**config.mk**
```make
export PLATFORM = sky130hd
export DESIGN_NAME = gpdp_top
export DESIGN_NICKNAME = d
export VERILOG_FILES = /design/src/verilog/gpdp_pkg.sv /design/src/verilog/gpdp_rx_if.sv /design/src/verilog/gpdp_rx_capture.sv /design/src/verilog/gpdp_sync.sv /design/src/verilog/gpdp_top.sv
export VERILOG_INCLUDE_DIRS = /design/src /design/src/verilog
export SDC_FILE = /design/constraint.sdc
export NUM_CORES = 1
export LEC_CHECK = 0
export BUFFER_PORTS_ARGS = -buffer_cell sky130_fd_sc_hd__buf_4
export CAP_MARGIN = 20
export CORE_MARGIN = 2
export CORE_UTILIZATION = 40
export DETAILED_ROUTE_END_ITERATION = 10
export PLACE_DENSITY = 0.71
export SYNTH_ARGS = -nofsm -noshare
export SYNTH_HDL_FRONTEND = slang
export SYNTH_HIERARCHICAL = 1
export SYNTH_SLANG_ARGS = --single-unit
```
**constraint.sdc**
```tcl
create_clock -name i_clk -period 3.44 [get_ports i_clk]
set_input_delay 0.172 -clock i_clk [delete_from_list [all_inputs] [get_ports i_clk]]
set_output_delay 0.172 -clock i_clk [all_outputs]
set_load 0.02 [all_outputs]
```
**src/verilog/gpdp_defs.svh**
```systemverilog
`ifndef GPDP_DEFS_SVH
`define GPDP_DEFS_SVH

// Option codes.
`define GPDP_OPT_CLASSIC   2'h0
`define GPDP_OPT_SERIAL    2'h1
`define GPDP_OPT_GIGABIT   2'h2

// Transmit MAC clock rates in kHz.
`define GPDP_TXCLK_1G_KHZ   125000
`define GPDP_TXCLK_100_KHZ  12500
`define GPDP_TXCLK_10_KHZ   1250

// System clock in kHz.
`define GPDP_SYSCLK_KHZ     100000

// Nibble field positions.
`define GPDP_HI_MSB 7
`define GPDP_HI_LSB 4
`define GPDP_LO_MSB 3
`define GPDP_LO_LSB 0

`endif

```
**src/verilog/gpdp_pkg.sv**
```systemverilog
package gpdp_pkg;

    typedef enum logic [1:0] {
        GPDP_CLASSIC,
        GPDP_SERIAL,
        GPDP_GIGABIT
    } gpdp_opt_t;

    typedef enum logic {
        GPDP_SPEED_10_100,
        GPDP_SPEED_1G
    } gpdp_speed_t;

    typedef enum logic [1:0] {
        GPDP_MD_IDLE,
        GPDP_MD_DRIVE,
        GPDP_MD_LISTEN
    } gpdp_md_state_t;

endpackage

```
**src/verilog/gpdp_rx_if.sv**
```systemverilog
`timescale 1ns/1ps

interface gpdp_rx_if;
    logic       dv;
    logic       er;
    logic [7:0] data;
    logic       strobe;

    modport src (output dv, output er, output data, output strobe);
    modport dst (input dv, input er, input data, input strobe);
endinterface

```
**src/verilog/gpdp_rx_capture.sv**
```systemverilog
`timescale 1ns/1ps

module gpdp_rx_capture (
    input  wire logic               i_clk,
    input  wire logic               i_rst,
    input  wire gpdp_pkg::gpdp_opt_t i_option,
    input  wire logic               i_mac_clk_rise,
    input  wire logic               i_mac_clk_fall,
    input  wire logic               i_dv_pos,
    input  wire logic               i_dv_neg,
    input  wire logic               i_er_pos,
    input  wire logic               i_er_neg,
    input  wire logic [7:0]         i_d_pos,
    input  wire logic [3:0]         i_d_neg,
    input  wire logic               i_dv,
    input  wire logic               i_er,
    input  wire logic [7:0]         i_d,
    gpdp_rx_if.src                  rx
);
    logic       neg_dv_reg;
    logic       neg_er_reg;
    logic [3:0] neg_d_reg;

    // -----------------------------------------------------------------
    // Falling-edge half of the classic path
    // -----------------------------------------------------------------
    always_ff @(posedge i_clk or posedge i_rst) begin
        if (i_rst) begin
            neg_dv_reg <= 1'h0;
            neg_er_reg <= 1'h0;
            neg_d_reg  <= 4'h0;
        end else if (i_mac_clk_fall) begin
            neg_dv_reg <= i_dv_neg;
            neg_er_reg <= i_er_neg;
            neg_d_reg  <= i_d_neg;
        end
    end

    // -----------------------------------------------------------------
    // Byte assembly on the receive clock rising edge
    // -----------------------------------------------------------------
    always_ff @(posedge i_clk or posedge i_rst) begin
        if (i_rst) begin
            rx.dv     <= 1'h0;
            rx.er     <= 1'h0;
            rx.data   <= 8'h00;
            rx.strobe <= 1'h0;
        end else begin
            rx.strobe <= i_mac_clk_rise;
            if (i_mac_clk_rise) begin
                if (i_option == gpdp_pkg::GPDP_CLASSIC) begin
                    rx.dv   <= i_dv_pos | neg_dv_reg;                           // [RULE13]
                    rx.er   <= i_er_pos | neg_er_reg;
                    rx.data <= i_dv_pos ? i_d_pos : {neg_d_reg, i_d_pos[3:0]};
                end else begin
                    rx.dv   <= i_dv;                                            // [RULE14]
                    rx.er   <= i_er;
                    rx.data <= i_d;
                end
            end
        end
    end
endmodule

```
**src/verilog/gpdp_sync.sv**
```systemverilog
`timescale 1ns/1ps

module gpdp_sync #(
    parameter int W = 1
) (
    input  wire logic         i_clk,
    input  wire logic         i_rst,
    input  wire logic [W-1:0] i_async,
    output logic      [W-1:0] o_sync,
    output logic      [W-1:0] o_rise
);
    logic [W-1:0] s1_reg;
    logic [W-1:0] s2_reg;
    logic [W-1:0] s3_reg;

    // A change counts only once the second and third stages agree.
    always_ff @(posedge i_clk or posedge i_rst) begin
        if (i_rst) begin
            s1_reg <= '0;
            s2_reg <= '0;
            s3_reg <= '0;
            o_sync <= '0;
            o_rise <= '0;
        end else begin
            s1_reg <= i_async;
            s2_reg <= s1_reg;
            s3_reg <= s2_reg;
            for (int b = 0; b < W; b++) begin
                if (s2_reg[b] == s3_reg[b]) begin
                    o_sync[b] <= s3_reg[b];
                end
                o_rise[b] <= (s2_reg[b] == s3_reg[b]) && s3_reg[b] && !o_sync[b];
            end
        end
    end
endmodule

```
**src/verilog/gpdp_top.sv**
```systemverilog
`timescale 1ns/1ps
`include "gpdp_defs.svh"

// Summary of operation
// [RULE1] Management output enable is high exactly while management data output is valid.
// [RULE2] Outside logic may merge management in, out and enable into one tristate line.
// [RULE3] In classic 1G, upper rising-edge bits become TXD[7:4] after outside flops.
// [RULE4] In 10/100 the upper rising-edge transmit bits are unused.
// [RULE5] Outside DDR cells mux the rising and falling low nibbles into TXD[3:0].
// [RULE6] In 1G the rising and falling low nibbles always carry equal values.
// [RULE7] In 10/100 the rising low nibble carries each byte's low nibble.
// [RULE8] In 10/100 the falling nibble carries the same byte's high nibble.
// [RULE9] Transmit clock is 125 MHz at 1G, 12.5 or 1.25 MHz otherwise.
// [RULE10] Serial-gigabit and gigabit options send one 8-bit TXD bus.
// [RULE11] Transmit enable is high exactly while the bus carries a frame byte.
// [RULE12] Transmit error marks a deliberately sent coding error on the current byte.
// [RULE13] Split receive-valid inputs are used only in the classic option.
// [RULE14] Other options take framing from single valid, 8-bit data and error inputs.
// [RULE15] Outside logic captures rising inputs on rising and falling on falling edge.
// [RULE16] Receive inputs pass an outside register stage on the receive clock.
// [RULE17] Receive data is meaningful only while receive valid is high.
// [RULE18] The PHY flags receive error on any error detected during a frame.
// [RULE19] Management data goes out on data output and comes back on data input.

module gpdp_top (
    input  wire logic                i_clk,
    input  wire logic                i_rst,
    input  wire gpdp_pkg::gpdp_opt_t i_option,
    input  wire gpdp_pkg::gpdp_speed_t i_speed,
    input  wire logic                i_tx_mac_clk,
    input  wire logic                i_rx_mac_clk,
    input  wire logic                i_tx_valid,
    input  wire logic [7:0]          i_tx_byte,
    input  wire logic                i_tx_code_err,
    output logic                     o_tx_ready,
    output logic [7:0]               o_txd_pos,
    output logic [3:0]               o_txd_neg,
    output logic [7:0]               o_txd,
    output logic                     o_txen,
    output logic                     o_txer,
    input  wire logic                i_rxdv_pos,
    input  wire logic                i_rxdv_neg,
    input  wire logic                i_rxer_pos,
    input  wire logic                i_rxer_neg,
    input  wire logic [7:0]          i_rxd_pos,
    input  wire logic [3:0]          i_rxd_neg,
    input  wire logic                i_rxdv,
    input  wire logic                i_rxer,
    input  wire logic [7:0]          i_rxd,
    output logic                     o_rx_valid,
    output logic                     o_rx_err,
    output logic [7:0]               o_rx_byte,
    input  wire logic                i_md_start,
    input  wire logic [15:0]         i_md_word,
    input  wire logic                i_md_read,
    output logic                     o_md_busy,
    output logic [15:0]              o_md_rdata,
    input  wire logic                i_mdc_tick,
    input  wire logic                i_mdi,
    output logic                     o_mdo,
    output logic                     o_mdio_en
);
    // -----------------------------------------------------------------
    // Link clock and pin synchronisation
    // -----------------------------------------------------------------
    logic [1:0]  clk_lvl;
    logic [1:0]  clk_rise;
    logic        txclk_prev_reg;
    logic        rxclk_prev_reg;
    logic        tx_edge;
    logic        rx_fall;
    logic [25:0] rxp_sync;
    logic [25:0] rxp_unused;
    logic        mdi_sync;
    logic        mdi_unused;

    gpdp_sync #(.W(2)) u_clk_sync (
        .i_clk   (i_clk),
        .i_rst   (i_rst),
        .i_async ({i_rx_mac_clk, i_tx_mac_clk}),
        .o_sync  (clk_lvl),
        .o_rise  (clk_rise)
    );

    // The single-bus receive pins come from the receive link clock domain too,
    // so they share the classic pins' synchroniser and keep the same latency
    // as the sampled receive clock edges.
    gpdp_sync #(.W(26)) u_rx_sync (
        .i_clk   (i_clk),
        .i_rst   (i_rst),
        .i_async ({i_rxdv_pos, i_rxdv_neg, i_rxer_pos, i_rxer_neg, i_rxd_pos, i_rxd_neg, i_rxdv, i_rxer, i_rxd}),
        .o_sync  (rxp_sync),
        .o_rise  (rxp_unused)
    );

    gpdp_sync #(.W(1)) u_mdi_sync (
        .i_clk   (i_clk),
        .i_rst   (i_rst),
        .i_async (i_mdi),
        .o_sync  (mdi_sync),
        .o_rise  (mdi_unused)
    );

    // The transmit clock is sampled, so at 125 MHz the sampled edges alias;
    // 1G operation is only meaningful with a link clock of at most a quarter of i_clk.
    always_ff @(posedge i_clk or posedge i_rst) begin
        if (i_rst) begin
            txclk_prev_reg <= 1'h0;
            rxclk_prev_reg <= 1'h0;
        end else begin
            txclk_prev_reg <= clk_lvl[0];
            rxclk_prev_reg <= clk_lvl[1];
        end
    end

    assign tx_edge = clk_lvl[0] && !txclk_prev_reg;                             // [RULE9]
    assign rx_fall = !clk_lvl[1] && rxclk_prev_reg;

    // -----------------------------------------------------------------
    // Transmit path
    // -----------------------------------------------------------------
    logic gig_opt;
    assign gig_opt    = (i_option != gpdp_pkg::GPDP_CLASSIC);
    assign o_tx_ready = tx_edge;

    always_ff @(posedge i_clk or posedge i_rst) begin
        if (i_rst) begin
            o_txd_pos <= 8'h00;
            o_txd_neg <= 4'h0;
            o_txd     <= 8'h00;
            o_txen    <= 1'h0;
            o_txer    <= 1'h0;
        end else if (tx_edge) begin
            o_txen <= i_tx_valid;                                               // [RULE11]
            o_txer <= i_tx_valid && i_tx_code_err;                              // [RULE12]
            if (gig_opt) begin
                o_txd     <= i_tx_valid ? i_tx_byte : 8'h00;                    // [RULE10]
                o_txd_pos <= 8'h00;
                o_txd_neg <= 4'h0;
            end else if (i_speed == gpdp_pkg::GPDP_SPEED_1G) begin
                o_txd     <= 8'h00;
                o_txd_pos <= i_tx_byte;                                         // [RULE3]
                o_txd_neg <= i_tx_byte[`GPDP_LO_MSB:`GPDP_LO_LSB];              // [RULE6]
            end else begin
                o_txd     <= 8'h00;
                o_txd_pos <= {4'h0, i_tx_byte[`GPDP_LO_MSB:`GPDP_LO_LSB]};      // [RULE4] [RULE7]
                o_txd_neg <= i_tx_byte[`GPDP_HI_MSB:`GPDP_HI_LSB];              // [RULE8]
            end
        end
    end

    // -----------------------------------------------------------------
    // Receive path
    // -----------------------------------------------------------------
    gpdp_rx_if rx_bus ();

    gpdp_rx_capture u_rx (
        .i_clk          (i_clk),
        .i_rst          (i_rst),
        .i_option       (i_option),
        .i_mac_clk_rise (clk_rise[1]),
        .i_mac_clk_fall (rx_fall),
        .i_dv_pos       (rxp_sync[25]),
        .i_dv_neg       (rxp_sync[24]),
        .i_er_pos       (rxp_sync[23]),
        .i_er_neg       (rxp_sync[22]),
        .i_d_pos        (rxp_sync[21:14]),
        .i_d_neg        (rxp_sync[13:10]),
        .i_dv           (rxp_sync[9]),
        .i_er           (rxp_sync[8]),
        .i_d            (rxp_sync[7:0]),
        .rx             (rx_bus.src)
    );

    always_ff @(posedge i_clk or posedge i_rst) begin
        if (i_rst) begin
            o_rx_valid <= 1'h0;
            o_rx_err   <= 1'h0;
            o_rx_byte  <= 8'h00;
        end else begin
            o_rx_valid <= rx_bus.strobe && rx_bus.dv;
            o_rx_err   <= rx_bus.strobe && rx_bus.er;
            if (rx_bus.strobe && rx_bus.dv) begin
                o_rx_byte <= rx_bus.data;                                       // [RULE17]
            end
        end
    end

    // -----------------------------------------------------------------
    // Management data shifter
    // -----------------------------------------------------------------
    gpdp_pkg::gpdp_md_state_t md_state_reg;
    logic [15:0] md_shift_reg;
    logic [4:0]  md_cnt_reg;
    logic        md_read_reg;

    always_ff @(posedge i_clk or posedge i_rst) begin
        if (i_rst) begin
            md_state_reg <= gpdp_pkg::GPDP_MD_IDLE;
            md_shift_reg <= 16'h0000;
            md_cnt_reg   <= 5'h00;
            md_read_reg  <= 1'h0;
            o_md_rdata   <= 16'h0000;
        end else begin
            case (md_state_reg)
                gpdp_pkg::GPDP_MD_IDLE: begin
                    if (i_md_start) begin
                        md_shift_reg <= i_md_word;
                        md_read_reg  <= i_md_read;
                        md_cnt_reg   <= 5'h00;
                        md_state_reg <= gpdp_pkg::GPDP_MD_DRIVE;
                    end
                end
                gpdp_pkg::GPDP_MD_DRIVE: begin
                    if (i_mdc_tick) begin
                        md_shift_reg <= {md_shift_reg[14:0], 1'h0};
                        md_cnt_reg   <= md_cnt_reg + 5'h01;
                        if (md_cnt_reg == 5'h0F) begin
                            md_cnt_reg   <= 5'h00;
                            md_state_reg <= md_read_reg ? gpdp_pkg::GPDP_MD_LISTEN
                                                        : gpdp_pkg::GPDP_MD_IDLE;
                        end
                    end
                end
                gpdp_pkg::GPDP_MD_LISTEN: begin
                    if (i_mdc_tick) begin
                        md_shift_reg <= {md_shift_reg[14:0], mdi_sync};         // [RULE19]
                        md_cnt_reg   <= md_cnt_reg + 5'h01;
                        if (md_cnt_reg == 5'h0F) begin
                            o_md_rdata   <= {md_shift_reg[14:0], mdi_sync};
                            md_state_reg <= gpdp_pkg::GPDP_MD_IDLE;
                        end
                    end
                end
                default: begin
                    md_state_reg <= gpdp_pkg::GPDP_MD_IDLE;
                end
            endcase
        end
    end

    assign o_md_busy = (md_state_reg != gpdp_pkg::GPDP_MD_IDLE);
    assign o_mdo     = (md_state_reg == gpdp_pkg::GPDP_MD_DRIVE) && md_shift_reg[15];  // [RULE19]
    assign o_mdio_en = (md_state_reg == gpdp_pkg::GPDP_MD_DRIVE);                      // [RULE1]
endmodule
```
==> results of run 1 <==
## power breakdown
group	switching [mW]	total (mW)	internal, mW
logic	0.876	1.66	0.782
clock network	0.869	2.18	1.31
registers	0.288	3.16	2.87
total	2.03	6.99	4.96
## final timing paths
check | from | end | slack, ns
setup reg to reg | md_state_reg[0] | md_cnt_reg[2] | 1.26
setup / recovery | md_state_reg[0] | md_cnt_reg[2] | 1.26
max in group asynchronous | i_rst | u_rx_sync/s2_reg[16] | 2.08
hold reg to reg | u_rx_sync/s1_reg[21] | u_rx_sync/s2_reg[21] | 0.34
hold / removal | i_md_word[0] | md_shift_reg[0] | 0.01
min in group asynchronous | i_rst | u_mdi_sync/o_sync | 0.19
## cell usage in the layout (no fill, tap or decap), drive strengths merged, types with 13 or more instances in the layout
master       instances
inv                 16
o21ai               13
nand2               17
a22o                18
mux2                61
ha                  37
a221oi              15
nor2                38
dlygate4sd3         56
dfrtp              208
clkbuf              29
buf                118
## area by class of cell
type | instances | area [um^2] | share of cell area
Clock buffer | 29 | 616 | 0.0609
Clock inverter | 3 | 42.5 | 0.00421
Inverter | 16 | 62.6 | 0.00619
Multi-Input combinational cell | 264 | 2410 | 0.238
Sequential cell | 208 | 5200 | 0.515
Tap cell | 265 | 332 | 0.0328
Timing Repair Buffer | 174 | 1450 | 0.143
## per-layer routing
layer  share of wire  routed length [um]  up-vias  track usage
met5               0                   0        -            0
met4           0.025                 354        0       0.0454
met3           0.046                 654       36       0.0250
met2            0.50                7120      116        0.240
met1            0.43                6130     2251        0.177
li1                -                   -     2109            -
## per-stage QoR
stage,util,setup slack (ns),power (mW),cell area (um^2)
after floorplan,-,0.536,4.31,7800
after global placement,0.461,1.41,4.73,8890
after detailed placement,0.461,1.28,4.82,8890
after CTS,0.525,1.27,7.08,10100
after global routing,0.525,1.06,7.38,10100
final,0.525,1.26,6.99,10100
## worst min-delay path, delay by kind of cell
| family | cells | cell delay (ns) |
|---|---|---|
| compound gates | 2 | 0.19 |
| buf+inv | 1 | 0.09 |
==> metrics, run 1 <==
CP endpoint kind=flop; critical path data arrival time=2.55 ns; Clock transition at path regs=0.06 ns; GPL Wtd Cong=0.758; yosys warns=6; Avg Vias per Cell=4.70; Worst-Margin Slew=0.961 ns; non-filler cells, final=959; Post-CTS Setup Inserts=0; Largest stage delay, worst path=0.64 ns; remaining global-route overflow=0; Placed Cells=871; fmax=460 MHz; Post-DP HPWL=9450 um; Final Hold Fails=0; TritonCTS sink count=208; layout cells sized above 1=0.343; CTS buffer count=21; Worst-Skew Late Latency=0.48 ns; first-pass GRT wire length=23000 um; Die ar.=0.0206 mm^2; Crit Path Max Fanout=20; setup_tns=0 ns; largest net degree at the start of global routing=82; Max-slew headroom=0.360; clock skew=0.0105 ns; total core area=0.0193 mm^2; worst reg-to-reg path cell count=6; cell row count=51; WL final=14300 um; gr usage total=0.139; Buffers on Ports=114; Critical Path RT=3.81 ns; IO Pins=115; CP startpoint kind=flop; CTS H-tree depth=1; Routed Antenna Nets=0; Area growth, synth to finish=29.6%; DR pass1 iterations=4; number of fill cells=1577; DIE WIDTH=144 um; number of remaining DRC errors=0; initial antenna violation count=0; RSZ-0062 raised after global routing=false; CTS resizes=0; Setup CP Type=flop to flop; die height=144 um; Antenna Cells=0; routed via count=4512; Max clock buf depth=3; initial drt markers=233; hold slack=0.0145 ns; Initial Util=0.405; worst vdd ir=0.309 mV; Post-Syn Instances=506; routed len/inst=14.9 um; total power divided by cell area=692 mW/mm^2; Final nets=785; CTS tree=built; vias in the first global route=4656; Final Cycle Share=0.632; CP top delay family=compound AO/OA/AOI/OAI gates; status=complete, no violations; worst path cell trace=inv_1 -> ha_1 -> o21bai_1 -> and3_1 -> o21ai_0 -> a22o_1; P_leak=4.87 nW; worst path bufs/invs=1; Final min period=2.18 ns; hold path cells=3; setup violators final=0; Crit. path cell count=6; Synthesized Nets=606; min-delay worst type=primary input to flop; cts hold-fix bufs=56; Pins Over Slew Limit=0; Avg Cell Area, Syn=15.4 um^2; max_cap viols=0; root buf cell=clkbuf_16; mapped cell area=0.00780 mm^2; Crit-path slowest cell=and3_1
Power figures use the tool's default switching activity.
==> inputs of run 2 (changes only) <==
==> constraint.sdc (replaced) <==
create_clock -name i_clk -period 1.8 [get_ports i_clk]
set_input_delay 0.09 -clock i_clk [delete_from_list [all_inputs] [get_ports i_clk]]
set_output_delay 0.09 -clock i_clk [all_outputs]
set_load 0.02 [all_outputs]
==> run 2 against run 1 <==
Effect of this change: sequential power is 91% higher; final area is 2.5% higher; combinational power is 120% higher; highest routed layer unchanged; non-clock buffer count is 19 higher; die area stayed put; clock-buffer cell count is 2 higher; first-iteration DRC count is 12% lower; critical path type is now flop to primary output; worst hold slack better by 0.023 ns; clock skew is 0.00097 ns higher; worst setup slack worse by 1.2 ns; routed wire length is 0.34% higher; largest cell class unchanged; global-route usage hardly changed.
==> metrics, run 2 (synthesis gave the netlist of run 1 again) <==
total core area=0.0193 mm^2 (unchanged); footprint of the multi-input gates=0.00247 mm^2 (+2.6%); Largest stage delay, worst path=0.38 ns (-0.26 ns); max_cap viols=0 (unchanged); remaining global-route overflow=0 (unchanged); setup violators final=0 (unchanged); Net Sw Power=4.04 mW (+99%); Setup CP Type=flop to primary output; Max clock buf depth=3 (unchanged); CTS H-tree depth=1 (unchanged); die height=144 um (unchanged); IO Pins=115 (unchanged); Buffers on Ports=114 (unchanged); Initial Util=0.405 (unchanged); hold slack=0.0373 ns (+0.0228 ns); WL final=14300 um (+0.34%); Reg power frac=0.441 (-0.011); CP endpoint kind=primary output; Final min period=1.73 ns; vias in the first global route=4847 (+4.1%); critical path data arrival time=1.64 ns (-0.91 ns); pre-CTS setup slack=-0.0410 ns (-1.32 ns); Max-slew headroom=0.533 (+0.174); worst vdd ir=0.693 mV (+120%); P_leak=4.97 nW (+2.1%); initial antenna violation count=0 (unchanged); root buf cell=clkbuf_16; total power divided by cell area=1320 mW/mm^2 (+91%); first-pass GRT wire length=23300 um (+1.4%); non-filler cells, final=980 (+2.2%); Routed Antenna Nets=0 (unchanged); Worst-Margin Slew=0.699 ns (-0.261 ns); DIE WIDTH=144 um (unchanged); CTS tree=built; Clock transition at path regs=0.06 ns (about the same); Crit-path slowest cell=dfrtp_1; Placed Cells=882 (+1.3%); Critical Path RT=1.71 ns (-2.10 ns); fmax=579 MHz; Final Cycle Share=0.960; Die ar.=0.0206 mm^2 (unchanged); TritonCTS sink count=208 (unchanged); gr usage total=0.138 (-0.000323); DR pass1 iterations=4 (unchanged); worst path cell trace=inv_2 -> ha_2 -> buf_4 -> and2_2 -> buf_4; post-route cell area=0.0104 mm^2 (+2.5%); routed via count=4642 (+2.9%); initial drt markers=205 (-12%); post-layout util=0.538 (+0.0134); commonest non-fill, non-tap cell in the layout=dfrtp_1; switching portion of total power=0.294 (+0.00376); number of remaining DRC errors=0 (unchanged); CP startpoint kind=flop; Post-DP HPWL=9400 um (-0.55%); Post-Place Cell Area=0.00902 mm^2 (+1.4%); layout cells sized above 1=0.373 (+0.0305); CP dominant cell by count=buf_4; Crit Path Max Fanout=5 (-75%); Pwr Total=13.7 mW (+96%); GPL Wtd Cong=0.770 (+1.6%); cell row count=51 (unchanged); status=complete, no violations; final setup margin=0.0716 ns (-1.19 ns); number of fill cells=1563 (-0.89%); routed len/inst=14.6 um (-1.8%); most frequent cells in the layout=dfrtp_1 (208), buf_4 (129), dlygate4sd3_1 (59), nor2_1 (37), ha_1 (33); Pint=9.68 mW (+95%); Area growth, synth to finish=32.9%; Sequential Area=0.00520 mm^2 (unchanged); min-delay worst type=primary input to flop; proportion of power drawn by combinational gates=0.264 (+0.027); clock skew=0.0115 ns (+0.000966 ns); Final Hold Fails=0 (unchanged); setup_tns=0 ns (unchanged); Final nets=805 (+2.5%); Clk pwr share=0.295 (-0.016); Worst-Skew Late Latency=0.49 ns (about the same); largest net degree at the start of global routing=44 (-46%); CTS buffer count=22 (+4.8%); Avg Vias per Cell=4.74 (+0.68%); Pins Over Slew Limit=0 (unchanged); Antenna Cells=0 (unchanged)
## run 2: cell count changes in the layout (fill, tap and decap cells not counted), sizes merged
cell / change
clkinv: +2
buf: +16
clkinvlp: +2
bufinv: -1
dlygate4sd3: +3
inv: -3
clkbuf: +2
## run 2: power groups by stage
stage / combinational, mW / sequential [mW] / clock, mW
global placement: 3.09 / 6.07 / 0
CTS: 3.44 / 6.04 / 4.19
finish: 3.62 / 6.05 / 4.05
floorplan: 2.02 / 6.22 / 0
global route: 3.96 / 6.15 / 4.37
detailed placement: 3.20 / 6.12 / 0
## run 2: layer usage
layer,global-route usage,share of wire
met5,0,0
met2,0.236,0.51
met1,0.179,0.43
met4,0.0475,0.027
met3,0.0240,0.041
## run 2: final timing paths
| kind | cells after the start | startpoint | slack [ns] | to |
|---|---|---|---|---|
| setup / recovery | 5 | md_state_reg[1] | 0.07 | o_mdo |
| hold / removal | 3 | i_option[0] | 0.04 | u_rx/rx.data[5] |
| setup reg to reg | 7 | md_cnt_reg[0] | 0.09 | md_state_reg[0] |
| hold reg to reg | 0 | u_rx_sync/s1_reg[13] | 0.34 | u_rx_sync/s2_reg[13] |
| max in group asynchronous | 4 | i_rst | 0.89 | u_rx_sync/s1_reg[1] |
| min in group asynchronous | 3 | i_rst | 0.11 | u_mdi_sync/s2_reg |
## run 2: area by class of cell
type                       instances  share of cell area
sequential                       208               0.502
multi-input combinational        264               0.238
timing repair buffer             193               0.159
clock buffer                      31              0.0603
tap                              265              0.0320
inverter                          16             0.00688
clock inverter                     3             0.00145
## run 2: worst max-delay path: cells and delay by family (launching register included)
kind / cells / cell delay (ns)
DFF: 1 / 0.38
adders and majority gates: 1 / 0.20
buffers and inverters: 3 / 0.38
and+or+nand+nor: 1 / 0.18
## run 2: timing repair
action | CTS | global route
hold endpoints to repair | 198 | 0
resized for setup | 5 | 18
setup buffers | 4 | 1
endpoints found under the setup margin | 9 | 20
hold buffers | 59 | 0
pin swaps | 0 | 3
